## src/hdl/ai_current_pkg.sv

```systemverilog
// Constants, field layouts and carrier types for the current input block.
// Assumes a single 250 MHz system clock and a same-clock coupler port.
package ai_current_pkg;

   localparam int NUM_CH = 4;                    // Channels in the module

   // Function codes
   localparam logic [7:0] FN_OFF      = 8'hFF;
   localparam logic [7:0] FN_20_WIDE  = 8'h31;   // 0-20 mA, 27648 scale
   localparam logic [7:0] FN_20_NARR  = 8'h41;   // 0-20 mA, 16384 scale
   localparam logic [7:0] FN_420_WIDE = 8'h30;   // 4-20 mA, 27648 scale
   localparam logic [7:0] FN_420_NARR = 8'h40;   // 4-20 mA, 16384 scale
   localparam logic [7:0] FN_DEFAULT  = 8'h31;

   // Scaling on input in microamps, reduced fractions of the formulas
   localparam logic signed [31:0] MUL_20_WIDE  = 32'sh0000_0360; // 864
   localparam logic signed [31:0] DIV_20       = 32'sh0000_0271; // 625
   localparam logic signed [31:0] MUL_20_NARR  = 32'sh0000_0200; // 512
   localparam logic signed [31:0] MUL_420_WIDE = 32'sh0000_00D8; // 216
   localparam logic signed [31:0] DIV_420      = 32'sh0000_007D; // 125
   localparam logic signed [31:0] MUL_420_NARR = 32'sh0000_0080; // 128
   localparam logic signed [31:0] OFFSET_4MA   = 32'sh0000_0FA0; // 4000 uA
   localparam logic signed [31:0] HI_WIDE = 32'sh0000_7EFF;      // 32511
   localparam logic signed [31:0] LO_WIDE = 32'shFFFF_ED00;      // -4864
   localparam logic signed [31:0] HI_NARR = 32'sh0000_5000;      // 20480
   localparam logic signed [31:0] LO_NARR = 32'shFFFF_F333;      // -3277

   // Record numbers and object indexes
   localparam logic [15:0] SET_DIAG_SHORT = 16'h0000;
   localparam logic [15:0] SET_DIAG_FULL  = 16'h0001;
   localparam logic [15:0] IX_DIAG_SHORT  = 16'h2F00;
   localparam logic [15:0] IX_DIAG_FULL   = 16'h2F01;
   localparam logic [15:0] SET_FN_BASE    = 16'h0080;
   localparam logic [15:0] IX_FN_BASE     = 16'h3100;
   localparam logic [4:0]  LEN_SHORT      = 5'h04;
   localparam logic [4:0]  LEN_FULL       = 5'h14;

   // Byte positions in the diagnostic record
   localparam logic [4:0] BYTE_SUMMARY  = 5'h00;
   localparam logic [4:0] BYTE_MODINFO  = 5'h01;
   localparam logic [4:0] BYTE_INTERNAL = 5'h03;
   localparam logic [4:0] BYTE_KIND     = 5'h04;
   localparam logic [4:0] BYTE_BITS     = 5'h05;
   localparam logic [4:0] BYTE_COUNT    = 5'h06;
   localparam logic [4:0] BYTE_GROUP    = 5'h07;
   localparam logic [4:0] BYTE_CH0      = 5'h08;
   localparam logic [4:0] BYTE_STAMP    = 5'h10;

   // Field positions and constant bytes
   localparam int SUM_MOD_FAIL = 0;
   localparam int SUM_EXT_ERR  = 2;
   localparam int SUM_CH_ERR   = 3;
   localparam int SUM_AUX_MISS = 4;
   localparam int SUM_PARAM    = 7;
   localparam int INT_BUF_OVF  = 3;
   localparam int INT_COMM     = 4;
   localparam int CHE_PARAM    = 0;
   localparam int CHE_UNDER    = 6;
   localparam int CHE_OVER     = 7;
   localparam logic [7:0] MODINFO_VAL  = 8'h15;  // Analog class, info bit
   localparam logic [7:0] KIND_VAL     = 8'h71;
   localparam logic [7:0] BITS_VAL     = 8'h08;
   localparam logic [7:0] COUNT_VAL    = 8'h04;

   // Microsecond tick
   localparam int CLK_MHZ     = 250;
   localparam int TICK_CYCLES = CLK_MHZ;

   // Indexes into the synchronised status pin vector
   localparam int PIN_MOD_FAIL = 0;
   localparam int PIN_EXT_ERR  = 1;
   localparam int PIN_AUX_MISS = 2;
   localparam int PIN_BUF_OVF  = 3;
   localparam int PIN_COMM     = 4;
   localparam int NUM_PINS     = 5;

   // Coupler request and answer
   typedef struct packed {
      logic        valid;     // One-cycle request strobe
      logic        write;     // 1 = write parameter byte
      logic        by_index;  // 1 = object_index, 0 = record_set_number
      logic [15:0] id;        // Record set number or object index
      logic [4:0]  byte_sel;  // Byte within the record
      logic [7:0]  wdata;
   } rec_req_t;

   typedef struct packed {
      logic       valid;      // One-cycle answer strobe
      logic       error;      // Unknown record, byte beyond length, or write outside parameters
      logic [7:0] rdata;
   } rec_rsp_t;

   // Measurements from the front end, microamps, two's complement
   typedef struct packed {
      logic                    valid;
      logic [NUM_CH-1:0][15:0] cur_ua;
   } meas_t;

endpackage

```

## src/hdl/ai_current_diag.sv

```systemverilog
// Four-channel current input scaling with diagnostic record.
// Assumes measurements arrive on the system clock from the converter
// logic; status pins come from other domains and are synchronised here.
// Record reads are answered one cycle after the request.
// No interrupt is raised; errors land in the record and channel errors on the LEDs.
`timescale 1ns/100ps
`default_nettype none

module ai_current_diag
   import ai_current_pkg::*;
(
   input  wire logic                     CLK_SYS_I,
   input  wire logic                     RSTN_I,
   input  wire meas_t                    MEAS_I,
   input  wire logic [NUM_PINS-1:0]      STATUS_PINS_I,
   input  wire rec_req_t                 REQ_I,
   output var  rec_rsp_t                 RSP_O,
   output logic [NUM_CH-1:0][15:0]       AI_VALUE_O,
   output logic [NUM_CH-1:0]             AI_ACTIVE_O,
   output logic [NUM_CH-1:0]             CH_LED_O
);

   // Parameter and diagnostic state
   // Range flags are registered; parameter errors are decoded live
   logic [NUM_CH-1:0][7:0]  fn_reg;          // channel_function_code
   logic [NUM_CH-1:0][15:0] value_reg;       // Scaled results
   logic [NUM_CH-1:0]       active_reg;      // Channel produces results
   logic [NUM_CH-1:0]       under_reg;       // Below measuring range
   logic [NUM_CH-1:0]       over_reg;        // Above measuring range
   logic [NUM_CH-1:0]       param_err;       // Unsupported function code
   logic [NUM_CH-1:0]       led_reg;         // Channel error indicators
   logic [NUM_CH-1:0]       ch_err;          // Any error per channel
   logic [NUM_CH-1:0][15:0] conv_value;      // Converted, saturated
   logic [NUM_CH-1:0]       conv_under;
   logic [NUM_CH-1:0]       conv_over;
   logic [NUM_CH-1:0]       conv_off;

   // Status pin synchroniser and filter
   // Pins come from other domains and need three stages
   logic [NUM_PINS-1:0]     pin_s1_reg;      // Read only by pin_s2_reg
   logic [NUM_PINS-1:0]     pin_s2_reg;
   logic [NUM_PINS-1:0]     pin_s3_reg;
   logic [NUM_PINS-1:0]     pin_reg;         // Accepted pin levels

   // Microsecond timer and event stamp
   // Tick divider counts system clocks per microsecond
   logic [7:0]              tick_cnt_reg;
   logic [31:0]             usec_reg;        // Free-running ticker
   logic [31:0]             stamp_reg;       // diag_usec_stamp
   logic [7:0]              summary;         // diag_summary
   logic [7:0]              internal;        // diag_internal
   logic [7:0]              group_err;       // channel_group_errors
   logic [NUM_CH*8-1:0]     flags_now;       // All error flags, flat
   logic [NUM_CH*8-1:0]     flags_prev_reg;

   // Record access
   // Decoded from the live request in the cycle it is presented
   rec_rsp_t                rsp_reg;
   rec_rsp_t                rsp_next;
   logic [7:0]              rec_byte;        // Selected record byte
   logic [4:0]              rec_len;         // Length of selected record
   logic                    rec_known;       // Diagnostic record matched
   logic                    fn_hit;          // Parameter record matched
   logic [1:0]              fn_ch;           // Parameter record channel
   logic [15:0]             fn_base;

   localparam logic [7:0] TICK_LAST = 8'(TICK_CYCLES - 1);

   // Per-channel conversion, purely combinational on the live input
   // Currents arrive in microamps, so each formula is a reduced
   // fraction of integers; division truncates toward zero.
   // A 16-bit current times the largest factor stays inside
   // 32 bits, so the product cannot overflow before the divide.
   genvar ch;
   generate
      for (ch = 0; ch < NUM_CH; ch++) begin : g_conv
         logic signed [31:0] cur;
         logic signed [31:0] raw;
         logic signed [31:0] hi;
         logic signed [31:0] lo;
         assign cur = 32'(signed'(MEAS_I.cur_ua[ch]));

         // Select formula and limits from the function code
         // Wide limits are the default; narrow codes override them
         always_comb begin
            raw = '0;
            hi  = HI_WIDE;
            lo  = LO_WIDE;
            conv_off[ch] = 1'b0;
            case (fn_reg[ch])
               FN_20_WIDE: begin
                  raw = (cur * MUL_20_WIDE) / DIV_20;
               end
               FN_20_NARR: begin
                  raw = (cur * MUL_20_NARR) / DIV_20;
                  hi  = HI_NARR;
                  lo  = LO_NARR;
               end
               FN_420_WIDE: begin
                  raw = ((cur - OFFSET_4MA) * MUL_420_WIDE) / DIV_420;
               end
               FN_420_NARR: begin
                  raw = ((cur - OFFSET_4MA) * MUL_420_NARR) / DIV_420;
                  hi  = HI_NARR;
                  lo  = LO_NARR;
               end
               default: begin
                  // Off, or an unsupported code: no result
                  // Parameter error is decoded separately below
                  conv_off[ch] = 1'b1;
               end
            endcase
         end

         // Clamp rather than wrap; flag leaving the measuring range
         // Flags compare the unclamped value, so a reading exactly
         // on a limit is still in range
         always_comb begin
            conv_over[ch]  = !conv_off[ch] && (raw > hi);
            conv_under[ch] = !conv_off[ch] && (raw < lo);
            if (conv_off[ch]) begin
               conv_value[ch] = '0;
            end else if (conv_over[ch]) begin
               conv_value[ch] = hi[15:0];
            end else if (conv_under[ch]) begin
               conv_value[ch] = lo[15:0];
            end else begin
               conv_value[ch] = raw[15:0];
            end
         end

         // Unsupported codes other than the off code are parameter errors
         assign param_err[ch] = (fn_reg[ch] != FN_OFF) &&
                                (fn_reg[ch] != FN_20_WIDE) &&
                                (fn_reg[ch] != FN_20_NARR) &&
                                (fn_reg[ch] != FN_420_WIDE) &&
                                (fn_reg[ch] != FN_420_NARR);
         assign ch_err[ch] = param_err[ch] | under_reg[ch] | over_reg[ch];
      end
   endgenerate

   // Function codes, written by the coupler through parameter records
   // Any byte is stored as written; unsupported codes are kept so
   // the parameter error stays visible until rewritten
   always_ff @(posedge CLK_SYS_I or negedge RSTN_I) begin
      if (!RSTN_I) begin
         for (int i = 0; i < NUM_CH; i++) begin
            fn_reg[i] <= FN_DEFAULT;
         end
      end else if (REQ_I.valid && REQ_I.write && fn_hit) begin
         fn_reg[fn_ch] <= REQ_I.wdata;
      end
   end

   // Results and range flags follow each measurement set
   // Values hold between sets unless the channel goes off; the converter sets the pace
   always_ff @(posedge CLK_SYS_I or negedge RSTN_I) begin
      if (!RSTN_I) begin
         value_reg  <= '0;
         active_reg <= '0;
         under_reg  <= '0;
         over_reg   <= '0;
      end else if (MEAS_I.valid) begin
         value_reg  <= conv_value;
         active_reg <= ~conv_off;
         // Flags are rewritten each set, so they drop when clear
         under_reg  <= conv_under;
         over_reg   <= conv_over;
      end else begin
         // A channel that goes off stops reporting at once, and its
         // last value is dropped so no stale result remains
         active_reg <= active_reg & ~conv_off;
         for (int i = 0; i < NUM_CH; i++) begin
            if (conv_off[i]) begin
               value_reg[i] <= '0;
            end
         end
         under_reg  <= under_reg & ~conv_off;
         over_reg   <= over_reg & ~conv_off;
      end
   end

   // Indicator lights with the recorded error; no interrupt exists
   // One cycle behind the flags so it comes from a flip-flop
   always_ff @(posedge CLK_SYS_I or negedge RSTN_I) begin
      if (!RSTN_I) begin
         led_reg <= '0;
      end else begin
         led_reg <= ch_err;
      end
   end

   // Three-stage pin capture; accept a level once stages two and three agree
   // The first stage may go metastable and feeds only the second;
   // a level must stand for two samples before it is taken,
   // which also filters single-cycle glitches on the pins
   always_ff @(posedge CLK_SYS_I or negedge RSTN_I) begin
      if (!RSTN_I) begin
         pin_s1_reg <= '0;
         pin_s2_reg <= '0;
         pin_s3_reg <= '0;
         pin_reg    <= '0;
      end else begin
         pin_s1_reg <= STATUS_PINS_I;
         pin_s2_reg <= pin_s1_reg;
         pin_s3_reg <= pin_s2_reg;
         for (int i = 0; i < NUM_PINS; i++) begin
            if (pin_s2_reg[i] == pin_s3_reg[i]) begin
               pin_reg[i] <= pin_s3_reg[i];
            end
         end
      end
   end

   // Microsecond ticker from the system clock; wraps after 2^32-1 us
   // Divider is fixed at the clock rate in megahertz; another
   // system clock needs a new tick count in the package
   // Counting starts when reset lets go
   always_ff @(posedge CLK_SYS_I or negedge RSTN_I) begin
      if (!RSTN_I) begin
         tick_cnt_reg <= '0;
         usec_reg     <= '0;
      end else if (tick_cnt_reg == TICK_LAST) begin
         tick_cnt_reg <= '0;
         usec_reg     <= usec_reg + 32'h0000_0001;
      end else begin
         tick_cnt_reg <= tick_cnt_reg + 8'h01;
      end
   end

   // Derived summary bytes; all recompute live so they also clear
   // Reserved bits are zeroed before the fields are placed
   always_comb begin
      summary = '0;
      summary[SUM_MOD_FAIL] = pin_reg[PIN_MOD_FAIL];
      summary[SUM_EXT_ERR]  = pin_reg[PIN_EXT_ERR];
      summary[SUM_CH_ERR]   = |ch_err;
      summary[SUM_AUX_MISS] = pin_reg[PIN_AUX_MISS];
      summary[SUM_PARAM]    = |param_err;
      internal = '0;
      internal[INT_BUF_OVF] = pin_reg[PIN_BUF_OVF];
      internal[INT_COMM]    = pin_reg[PIN_COMM];
      group_err = '0;
      group_err[NUM_CH-1:0] = ch_err;
   end

   // Flat view of every flag, used to spot a fresh diagnostic event
   // Parameter errors enter through the summary bits only
   always_comb begin
      flags_now = '0;
      flags_now[7:0]   = summary;
      flags_now[15:8]  = internal;
      for (int i = 0; i < NUM_CH; i++) begin
         flags_now[16+i] = under_reg[i];
         flags_now[20+i] = over_reg[i];
      end
   end

   // Stamp the ticker whenever any flag newly rises
   // A flag that clears leaves the stamp alone, so the record
   // keeps the time of the last new fault
   always_ff @(posedge CLK_SYS_I or negedge RSTN_I) begin
      if (!RSTN_I) begin
         flags_prev_reg <= '0;
         stamp_reg      <= '0;
      end else begin
         flags_prev_reg <= flags_now;
         if (|(flags_now & ~flags_prev_reg)) begin
            stamp_reg <= usec_reg;
         end
      end
   end

   // Parameter record lookup: sets 80h.. or indexes 3100h..
   // Only byte zero of a parameter record exists
   // Channel is the offset from the base of the chosen space
   always_comb begin
      fn_base = REQ_I.by_index ? IX_FN_BASE : SET_FN_BASE;
      fn_hit  = (REQ_I.id >= fn_base) &&
                (REQ_I.id < fn_base + 16'(NUM_CH)) &&
                (REQ_I.byte_sel == '0);
      fn_ch   = 2'(REQ_I.id - fn_base);
   end

   // Diagnostic record decode; short forms hold only four bytes
   // Both access paths reach the same bytes; only the length
   // differs between the full and the short form
   always_comb begin
      rec_known = 1'b0;
      rec_len   = LEN_FULL;
      if (!REQ_I.by_index && REQ_I.id == SET_DIAG_FULL) begin
         rec_known = 1'b1;
      end else if (!REQ_I.by_index && REQ_I.id == SET_DIAG_SHORT) begin
         rec_known = 1'b1;
         rec_len   = LEN_SHORT;
      end else if (REQ_I.by_index && REQ_I.id == IX_DIAG_FULL) begin
         rec_known = 1'b1;
      end else if (REQ_I.by_index && REQ_I.id == IX_DIAG_SHORT) begin
         rec_known = 1'b1;
         rec_len   = LEN_SHORT;
      end
   end

   // Byte multiplexer; reserved and spare bytes read as zero
   // Live flags, so a read shows the present state rather
   // than a snapshot from the time of the fault
   always_comb begin
      rec_byte = '0;
      if (REQ_I.byte_sel == BYTE_SUMMARY) begin
         rec_byte = summary;
      end else if (REQ_I.byte_sel == BYTE_MODINFO) begin
         rec_byte = MODINFO_VAL;
      end else if (REQ_I.byte_sel == BYTE_INTERNAL) begin
         rec_byte = internal;
      end else if (REQ_I.byte_sel == BYTE_KIND) begin
         rec_byte = KIND_VAL;
      end else if (REQ_I.byte_sel == BYTE_BITS) begin
         rec_byte = BITS_VAL;
      end else if (REQ_I.byte_sel == BYTE_COUNT) begin
         rec_byte = COUNT_VAL;
      end else if (REQ_I.byte_sel == BYTE_GROUP) begin
         rec_byte = group_err;
      end else if (REQ_I.byte_sel >= BYTE_CH0 &&
                   REQ_I.byte_sel < BYTE_CH0 + 5'(NUM_CH)) begin
         for (int i = 0; i < NUM_CH; i++) begin
            if (REQ_I.byte_sel == BYTE_CH0 + 5'(i)) begin
               rec_byte[CHE_PARAM] = param_err[i];
               rec_byte[CHE_UNDER] = under_reg[i];
               rec_byte[CHE_OVER]  = over_reg[i];
            end
         end
      end else if (REQ_I.byte_sel >= BYTE_STAMP &&
                   REQ_I.byte_sel < LEN_FULL) begin
         // Stamp sent least significant byte first
         rec_byte = 8'(stamp_reg >> {REQ_I.byte_sel[1:0], 3'b000});
      end
   end

   // Answer one cycle after each request; writes only to parameters
   // Every request is answered so the coupler never waits;
   // refused ones return zero with the error bit
   always_comb begin
      rsp_next = '0;
      if (REQ_I.valid) begin
         rsp_next.valid = 1'b1;
         if (REQ_I.write) begin
            rsp_next.error = !fn_hit;
         end else if (fn_hit) begin
            rsp_next.rdata = fn_reg[fn_ch];
         end else if (rec_known && REQ_I.byte_sel < rec_len) begin
            rsp_next.rdata = rec_byte;
         end else begin
            rsp_next.error = 1'b1;
         end
      end
   end

   // Registered answer
   // Stands for one cycle, then returns to zero
   always_ff @(posedge CLK_SYS_I or negedge RSTN_I) begin
      if (!RSTN_I) begin
         rsp_reg <= '0;
      end else begin
         rsp_reg <= rsp_next;
      end
   end

   assign RSP_O       = rsp_reg;
   assign AI_VALUE_O  = value_reg;
   assign AI_ACTIVE_O = active_reg;
   assign CH_LED_O    = led_reg;

endmodule

`default_nettype wire

```

## config.mk

```make
export PLATFORM = sky130hd
export DESIGN_NAME = ai_current_diag
export DESIGN_NICKNAME = d
export VERILOG_FILES = /design/src/hdl/ai_current_pkg.sv /design/src/hdl/ai_current_diag.sv
export SDC_FILE = /design/constraint.sdc
export NUM_CORES = 2
export LEC_CHECK = 0
export ABC_AREA = 0
export CAP_MARGIN = 25
export CORE_UTILIZATION = 60
export DETAILED_ROUTE_END_ITERATION = 8
export DONT_BUFFER_PORTS = 1
export GPL_ROUTABILITY_DRIVEN = 0
export PLACE_DENSITY = 0.88
export SLEW_MARGIN = 10
export SYNTH_ARGS = -nofsm -noshare
export SYNTH_HDL_FRONTEND = slang
export SYNTH_SLANG_ARGS = --single-unit
export TNS_END_PERCENT = 1
```

## constraint.sdc

```tcl
create_clock -name CLK_SYS_I -period 24.3 [get_ports CLK_SYS_I]
set_input_delay 2.43 -clock CLK_SYS_I [delete_from_list [all_inputs] [get_ports CLK_SYS_I]]
set_output_delay 2.43 -clock CLK_SYS_I [all_outputs]
set_load 0.005 [all_outputs]
```

==> flow_summary.yaml, run 1 <==
logic_synthesis:
  yosysWarningCount: 0
  synth.distinct_cells: 225
  synth_async_sr_flop_share_pct: 100
  synth.net_count: 13600
  post_synth_instance_area_um2: 95400
  synthCells: 12900
  synth_flop_cell: "sky130_fd_sc_hd__dfrtp_1"
  yosysSeqAreaShare_pct: 6.02
  post_synth_edffs: 0
  synth_seq_cells: 229
  synthesis.area_per_instance_um2: 7.42
clocking:
  cts_buffer_depth: 3
  cts-root-buf: "sky130_fd_sc_hd__clkbuf_16"
  cts_sinks: 229
  clock_buffer_count_from_cts: 29
  htree_num_levels: 1
  cts_hold_fix_bufs: 0
status:
  run_status: "aborted with a tool error"
  stop_error: "[ERROR GRT-0232] Routing congestion too high. Check the congestion heatmap in the GUI."
  outcome.stop_stage: "5_1_grt"
floorplanning:
  die_w_um: 401
  io_pins: 186
  num_rows: 145
  chipHeight_um: 401
  initial_core_util_pct: 60.8
placement:
  dp.final_hpwl_mm: 293
  io_buffers: 0
  postPlaceCellArea_um2: 117000
  post-place-cells: 17000
grt:
  grt_usage_pct: 60.9
  total_gr_overflow: 124
  pin_count_of_the_biggest_net_entering_global_routing: 230
timing:
  crit_endpoint: "AI_VALUE_O[13]$_DFFE_PN0P_/D"
  timing.repair.worst_endpoint_type: "register data pin"
## cell families after synthesis
family | Yosys count | share of synthesized area, %
AO/OA/AOI/OAI | 4512 | 35.8
XOR/XNOR | 1085 | 10.4
adder cells (fa/ha/maj) | 724 | 10.9
buffers and inverters | 1146 | 5.87
flip-flops | 229 | 6.02
multiplexers | 435 | 5.21
AND/OR/NAND/NOR | 4730 | 25.9
## Yosys cell counts, types with 57 or more instances
cell                        count  share of area [%]
sky130_fd_sc_hd__nor2_1      1122                4.4
sky130_fd_sc_hd__nand2_1     1090                4.3
sky130_fd_sc_hd__a21oi_1      794                4.2
sky130_fd_sc_hd__xnor2_1      743                6.8
sky130_fd_sc_hd__inv_1        722                2.8
sky130_fd_sc_hd__o21ai_0      610                3.2
sky130_fd_sc_hd__ha_1         473                6.2
sky130_fd_sc_hd__nand3_1      431                2.3
sky130_fd_sc_hd__nor3_1       426                2.2
sky130_fd_sc_hd__xor2_1       305                2.8
sky130_fd_sc_hd__a31oi_1      250                1.6
sky130_fd_sc_hd__mux2i_1      223                2.3
sky130_fd_sc_hd__dfrtp_1      217                5.7
sky130_fd_sc_hd__fa_1         192                4.0
sky130_fd_sc_hd__o211ai_1     189                1.5
sky130_fd_sc_hd__a211oi_1     188                1.5
sky130_fd_sc_hd__a21o_1       186                1.5
sky130_fd_sc_hd__o21a_1       183                1.4
sky130_fd_sc_hd__mux2_2       159                1.9
sky130_fd_sc_hd__and2_1       157                1.0
sky130_fd_sc_hd__nand4_1      156                1.0
sky130_fd_sc_hd__and3_1       153                1.0
sky130_fd_sc_hd__nor4_1       146               0.96
sky130_fd_sc_hd__clkbuf_1     138               0.54
sky130_fd_sc_hd__o31ai_1      133                1.0
sky130_fd_sc_hd__o21ai_1      130               0.68
sky130_fd_sc_hd__or3_1        128               0.84
sky130_fd_sc_hd__o22ai_1      118               0.77
sky130_fd_sc_hd__or2_2        104               0.68
sky130_fd_sc_hd__nand2b_1      90               0.59
sky130_fd_sc_hd__buf_2         82               0.43
sky130_fd_sc_hd__nor2b_1       79               0.52
sky130_fd_sc_hd__o2111ai_1     71               0.65
sky130_fd_sc_hd__o31a_1        70               0.64
sky130_fd_sc_hd__a22oi_1       58               0.46
sky130_fd_sc_hd__o221ai_1      57               0.52
## per-layer routing
layer	global-route usage, %	overflow
met1	61.5	6
met2	79.8	53
met4	53.7	49
met3	43.9	15
met5	25.8	1
## metrics by stage
step | setup TNS [ns] | util, % | worst slack, ns
after floorplan | -1.60 | - | -0.0727
after global placement | -9.49 | 74.3 | -0.339
after detailed placement | -87.31 | 74.3 | -1.52
after CTS | -2.17 | 76.6 | -0.108
## timing repair
action | CTS
setup buffers | 93
pin swaps | 126
setup endpoints to repair | 68
resized for setup | 366
==> run 2: changes to the inputs <==
--- a/config.mk
+++ b/config.mk
@@ -7,11 +7,11 @@
 export LEC_CHECK = 0
 export ABC_AREA = 0
 export CAP_MARGIN = 25
-export CORE_UTILIZATION = 60
+export CORE_UTILIZATION = 40
 export DETAILED_ROUTE_END_ITERATION = 8
 export DONT_BUFFER_PORTS = 1
 export GPL_ROUTABILITY_DRIVEN = 0
-export PLACE_DENSITY = 0.88
+export PLACE_DENSITY_LB_ADDON = 0.15
 export SLEW_MARGIN = 10
 export SYNTH_ARGS = -nofsm -noshare
 export SYNTH_HDL_FRONTEND = slang
==> constraint.sdc (replaced) <==
create_clock -name CLK_SYS_I -period 31.6 [get_ports CLK_SYS_I]
set_input_delay 3.16 -clock CLK_SYS_I [delete_from_list [all_inputs] [get_ports CLK_SYS_I]]
set_output_delay 3.16 -clock CLK_SYS_I [all_outputs]
set_load 0.005 [all_outputs]
==> flow_summary.yaml, run 2 <==
timing:
  timing.final.max_slew_violations: 0
  achievable-frequency_mhz: 33.5
  timing.final.setup_violations: 0
  tightest_slew_ns: 1.01
  skew_ns: 0.0127
  final_min_period_over_clock_period_pct: 94.4
  timing.final.ws_setup_ns: 1.77
  hold_violations: 0
  relSlewSlack_pct: 32.3
  grt_setup_unrepaired: "yes"
  minimum_clock_period_ns: 29.83
clocking:
  cts-root-buf: "sky130_fd_sc_hd__clkbuf_16"
  htree_num_levels: 1
  cts_tree: "yes"
  clk_latency_ns: 0.61
  cts_buffer_depth: 3
  cts.clk_slew.worst_paths_ns: 0.06
  cts_sinks: 229
  clock_buffer_count_from_cts: 30
placement:
  io_buffers: 0
  postPlaceCellArea_um2: 97700
  dp.final_hpwl_mm: 261
  post-place-cells: 15700
  pre_cts_slack_ns: 0.161
logic_synthesis:
  yosysSeqAreaShare_pct: 6.02
  synth_seq_cells: 229
  synth.largest_area_cell: "sky130_fd_sc_hd__xnor2_1"
  synth_largest_type_area_fraction_pct: 6.82
  synthCells: 12900
  ys_top_cells_by_count: "1122 x sky130_fd_sc_hd__nor2_1, 1090 x sky130_fd_sc_hd__nand2_1, 794 x sky130_fd_sc_hd__a21oi_1"
  synth_async_sr_flop_share_pct: 100
  synth.distinct_cells: 225
  synth.area.top_cells: "sky130_fd_sc_hd__xnor2_1 6.8%, sky130_fd_sc_hd__ha_1 6.2%, sky130_fd_sc_hd__dfrtp_1 5.7%, sky130_fd_sc_hd__nor2_1 4.4%, sky130_fd_sc_hd__nand2_1 4.3%"
  synthesis.area_per_instance_um2: 7.42
  synth.most_common_cell: "sky130_fd_sc_hd__nor2_1"
  yosysWarningCount: 0
  synth_flop_cell: "sky130_fd_sc_hd__dfrtp_1"
  synth.net_count: 13600
  post_synth_edffs: 0
  post_synth_instance_area_um2: 95400
cells_and_area:
  layout.filler_cells: 24400
  final_cell_area_um2: 99400
  most-common-layout-cells: "1119 x sky130_fd_sc_hd__nor2_1, 1089 x sky130_fd_sc_hd__nand2_1, 790 x sky130_fd_sc_hd__a21oi_1"
  finish.net_count: 13400
  area.growth.synth_to_final_pct: 4.25
  final_common_cell: "sky130_fd_sc_hd__nor2_1"
  largest_reg_flops: 64
  final_cells: 15800
  drive_above_1_share_pct: 12.7
floorplanning:
  num_rows: 178
  core_region_area_um2: 236000
  initial_core_util_pct: 40.4
  die-area_um2: 240000
  chipHeight_um: 490
  die_w_um: 490
  io_pins: 186
detailed_routing:
  drc: 0
  number_of_drc_violations_after_detailed_routing_iteration_0: 7960
  drt-total-wl_mm: 319
  drtAntennaViolNets: 0
  vias_post_dr: 101000
  first_pass_iteration_count_of_the_detailed_router: 6
  wire_per_inst_um: 20.2
  vias_per_cell: 6.37
grt:
  vias_in_the_first_global_route: 94200
  initial_antenna_violation_count: 6
  grt_first_pass_wirelength_mm: 510
  pin_count_of_the_biggest_net_entering_global_routing: 230
  total_gr_overflow: 0
  grt_usage_pct: 24.9
worst_setup_path:
  critical_path.slowest_cell: "sky130_fd_sc_hd__or4_4"
  startpoint_type: "input port"
  critPathCapture: "AI_VALUE_O[48]$_DFFE_PN0P_"
  timing.critical_path.fanout_max: 22
  r2r_startpoint: "fn_reg[15]$_DFFE_PN0P_"
  critical_path.max_stage_delay_ns: 0.56
  reg2reg_depth: 93
  critical_path.startpoint: "MEAS_I[53]"
  timing_worst_setup_path_type: "input port to flip-flop"
  critical_path.most_common_cell: "sky130_fd_sc_hd__ha_1"
  regToRegSetupSlack_ns: 4.38
  data_arrival_critical_path_ns: 30.29
  cp_data_required_time_ns: 32.06
  worstReg2RegEnd: "AI_VALUE_O[16]$_DFFE_PN0P_"
  endpoint_kind: "flip-flop"
flow_run:
  maxCapViolCount: 0
min_path:
  hp-class: "flip-flop to flip-flop"
  timing.hold.worst_path_depth: 0
status:
  run_status: "complete, no violations"
-- run 2: cell counts after synthesis --
Identical to the previous run, type by type.
-- run 2: metrics by stage --
step	hold WS (ns)	setup TNS, ns	utilization, %
after detailed placement	0.342	0	41.4
final	0.353	0	42.1
after CTS	0.355	0	41.8
after global routing	0.364	-0.335	42.1
after global placement	0.333	0	41.4
after floorplan	0.331	0	-
-- run 2: worst min path at each step --
stage                             from                      end
3_3_place_gp   pin_s1_reg[0]$_DFF_PN0_  pin_s2_reg[0]$_DFF_PN0_
5_1_grt        pin_s1_reg[3]$_DFF_PN0_  pin_s2_reg[3]$_DFF_PN0_
2_1_floorplan  pin_s1_reg[0]$_DFF_PN0_  pin_s2_reg[0]$_DFF_PN0_
4_1_cts        pin_s1_reg[0]$_DFF_PN0_  pin_s2_reg[0]$_DFF_PN0_
3_5_place_dp   pin_s1_reg[0]$_DFF_PN0_  pin_s2_reg[0]$_DFF_PN0_
6_report       pin_s1_reg[0]$_DFF_PN0_  pin_s2_reg[0]$_DFF_PN0_
-- run 2: final cells by class --
type	instances	area, µm²	share of cell area, %
sequential	229	5750	5.78
clock inverter	13	175	0.176
multi-input combinational	11500	84600	85.1
tap	3150	3940	3.96
antenna	1	2.50	0.00252
timing repair buffer	164	1230	1.23
clock buffer	43	900	0.905
inverter	743	2820	2.84
-- run 2: cells by family (layout without fill, tap and decap cells) --
logic type,count (synthesis),in the layout,synth area share (%)
AND/OR/NAND/NOR,4730,4730,25.9
AO/OA/AOI/OAI,4512,4512,35.8
buffers and inverters,1146,963,5.87
XOR/XNOR,1085,1085,10.4
adder cells (fa/ha/maj),724,724,10.9
multiplexers,435,435,5.21
flip-flops,229,229,6.02
other,0,1,0
-- run 2: routing by layer --
layer,up-vias,track usage (%),share of wire (%),wire (µm)
met1,48700,33.0,45,144000
met3,368,2.04,5.0,16000
met2,3008,42.6,47,150000
met5,-,0,0.0085,27
li1,48700,-,-,-
met4,4,7.49,3.1,9950
-- run 2: repair_timing --
action / CTS / global route
buffers inserted: 0 / 14
resized for setup: 0 / 92
endpoints found under the setup margin: 0 / 51
hold buffers: 0 / 0
-- run 2: critical path: cells and delay by family --
family | cells | cell delay, ns
AO/OA/AOI/OAI | 50 | 13.16
AND/OR/NAND/NOR | 35 | 7.00
adder cells (fa/ha/maj) | 13 | 4.34
multiplexers | 3 | 1.18
buffers and inverters | 10 | 0.98
XOR/XNOR | 2 | 0.42
Power of run 2 is not shown: default switching activity piles up to over one toggle a cycle in this logic, so the estimate is an artifact.
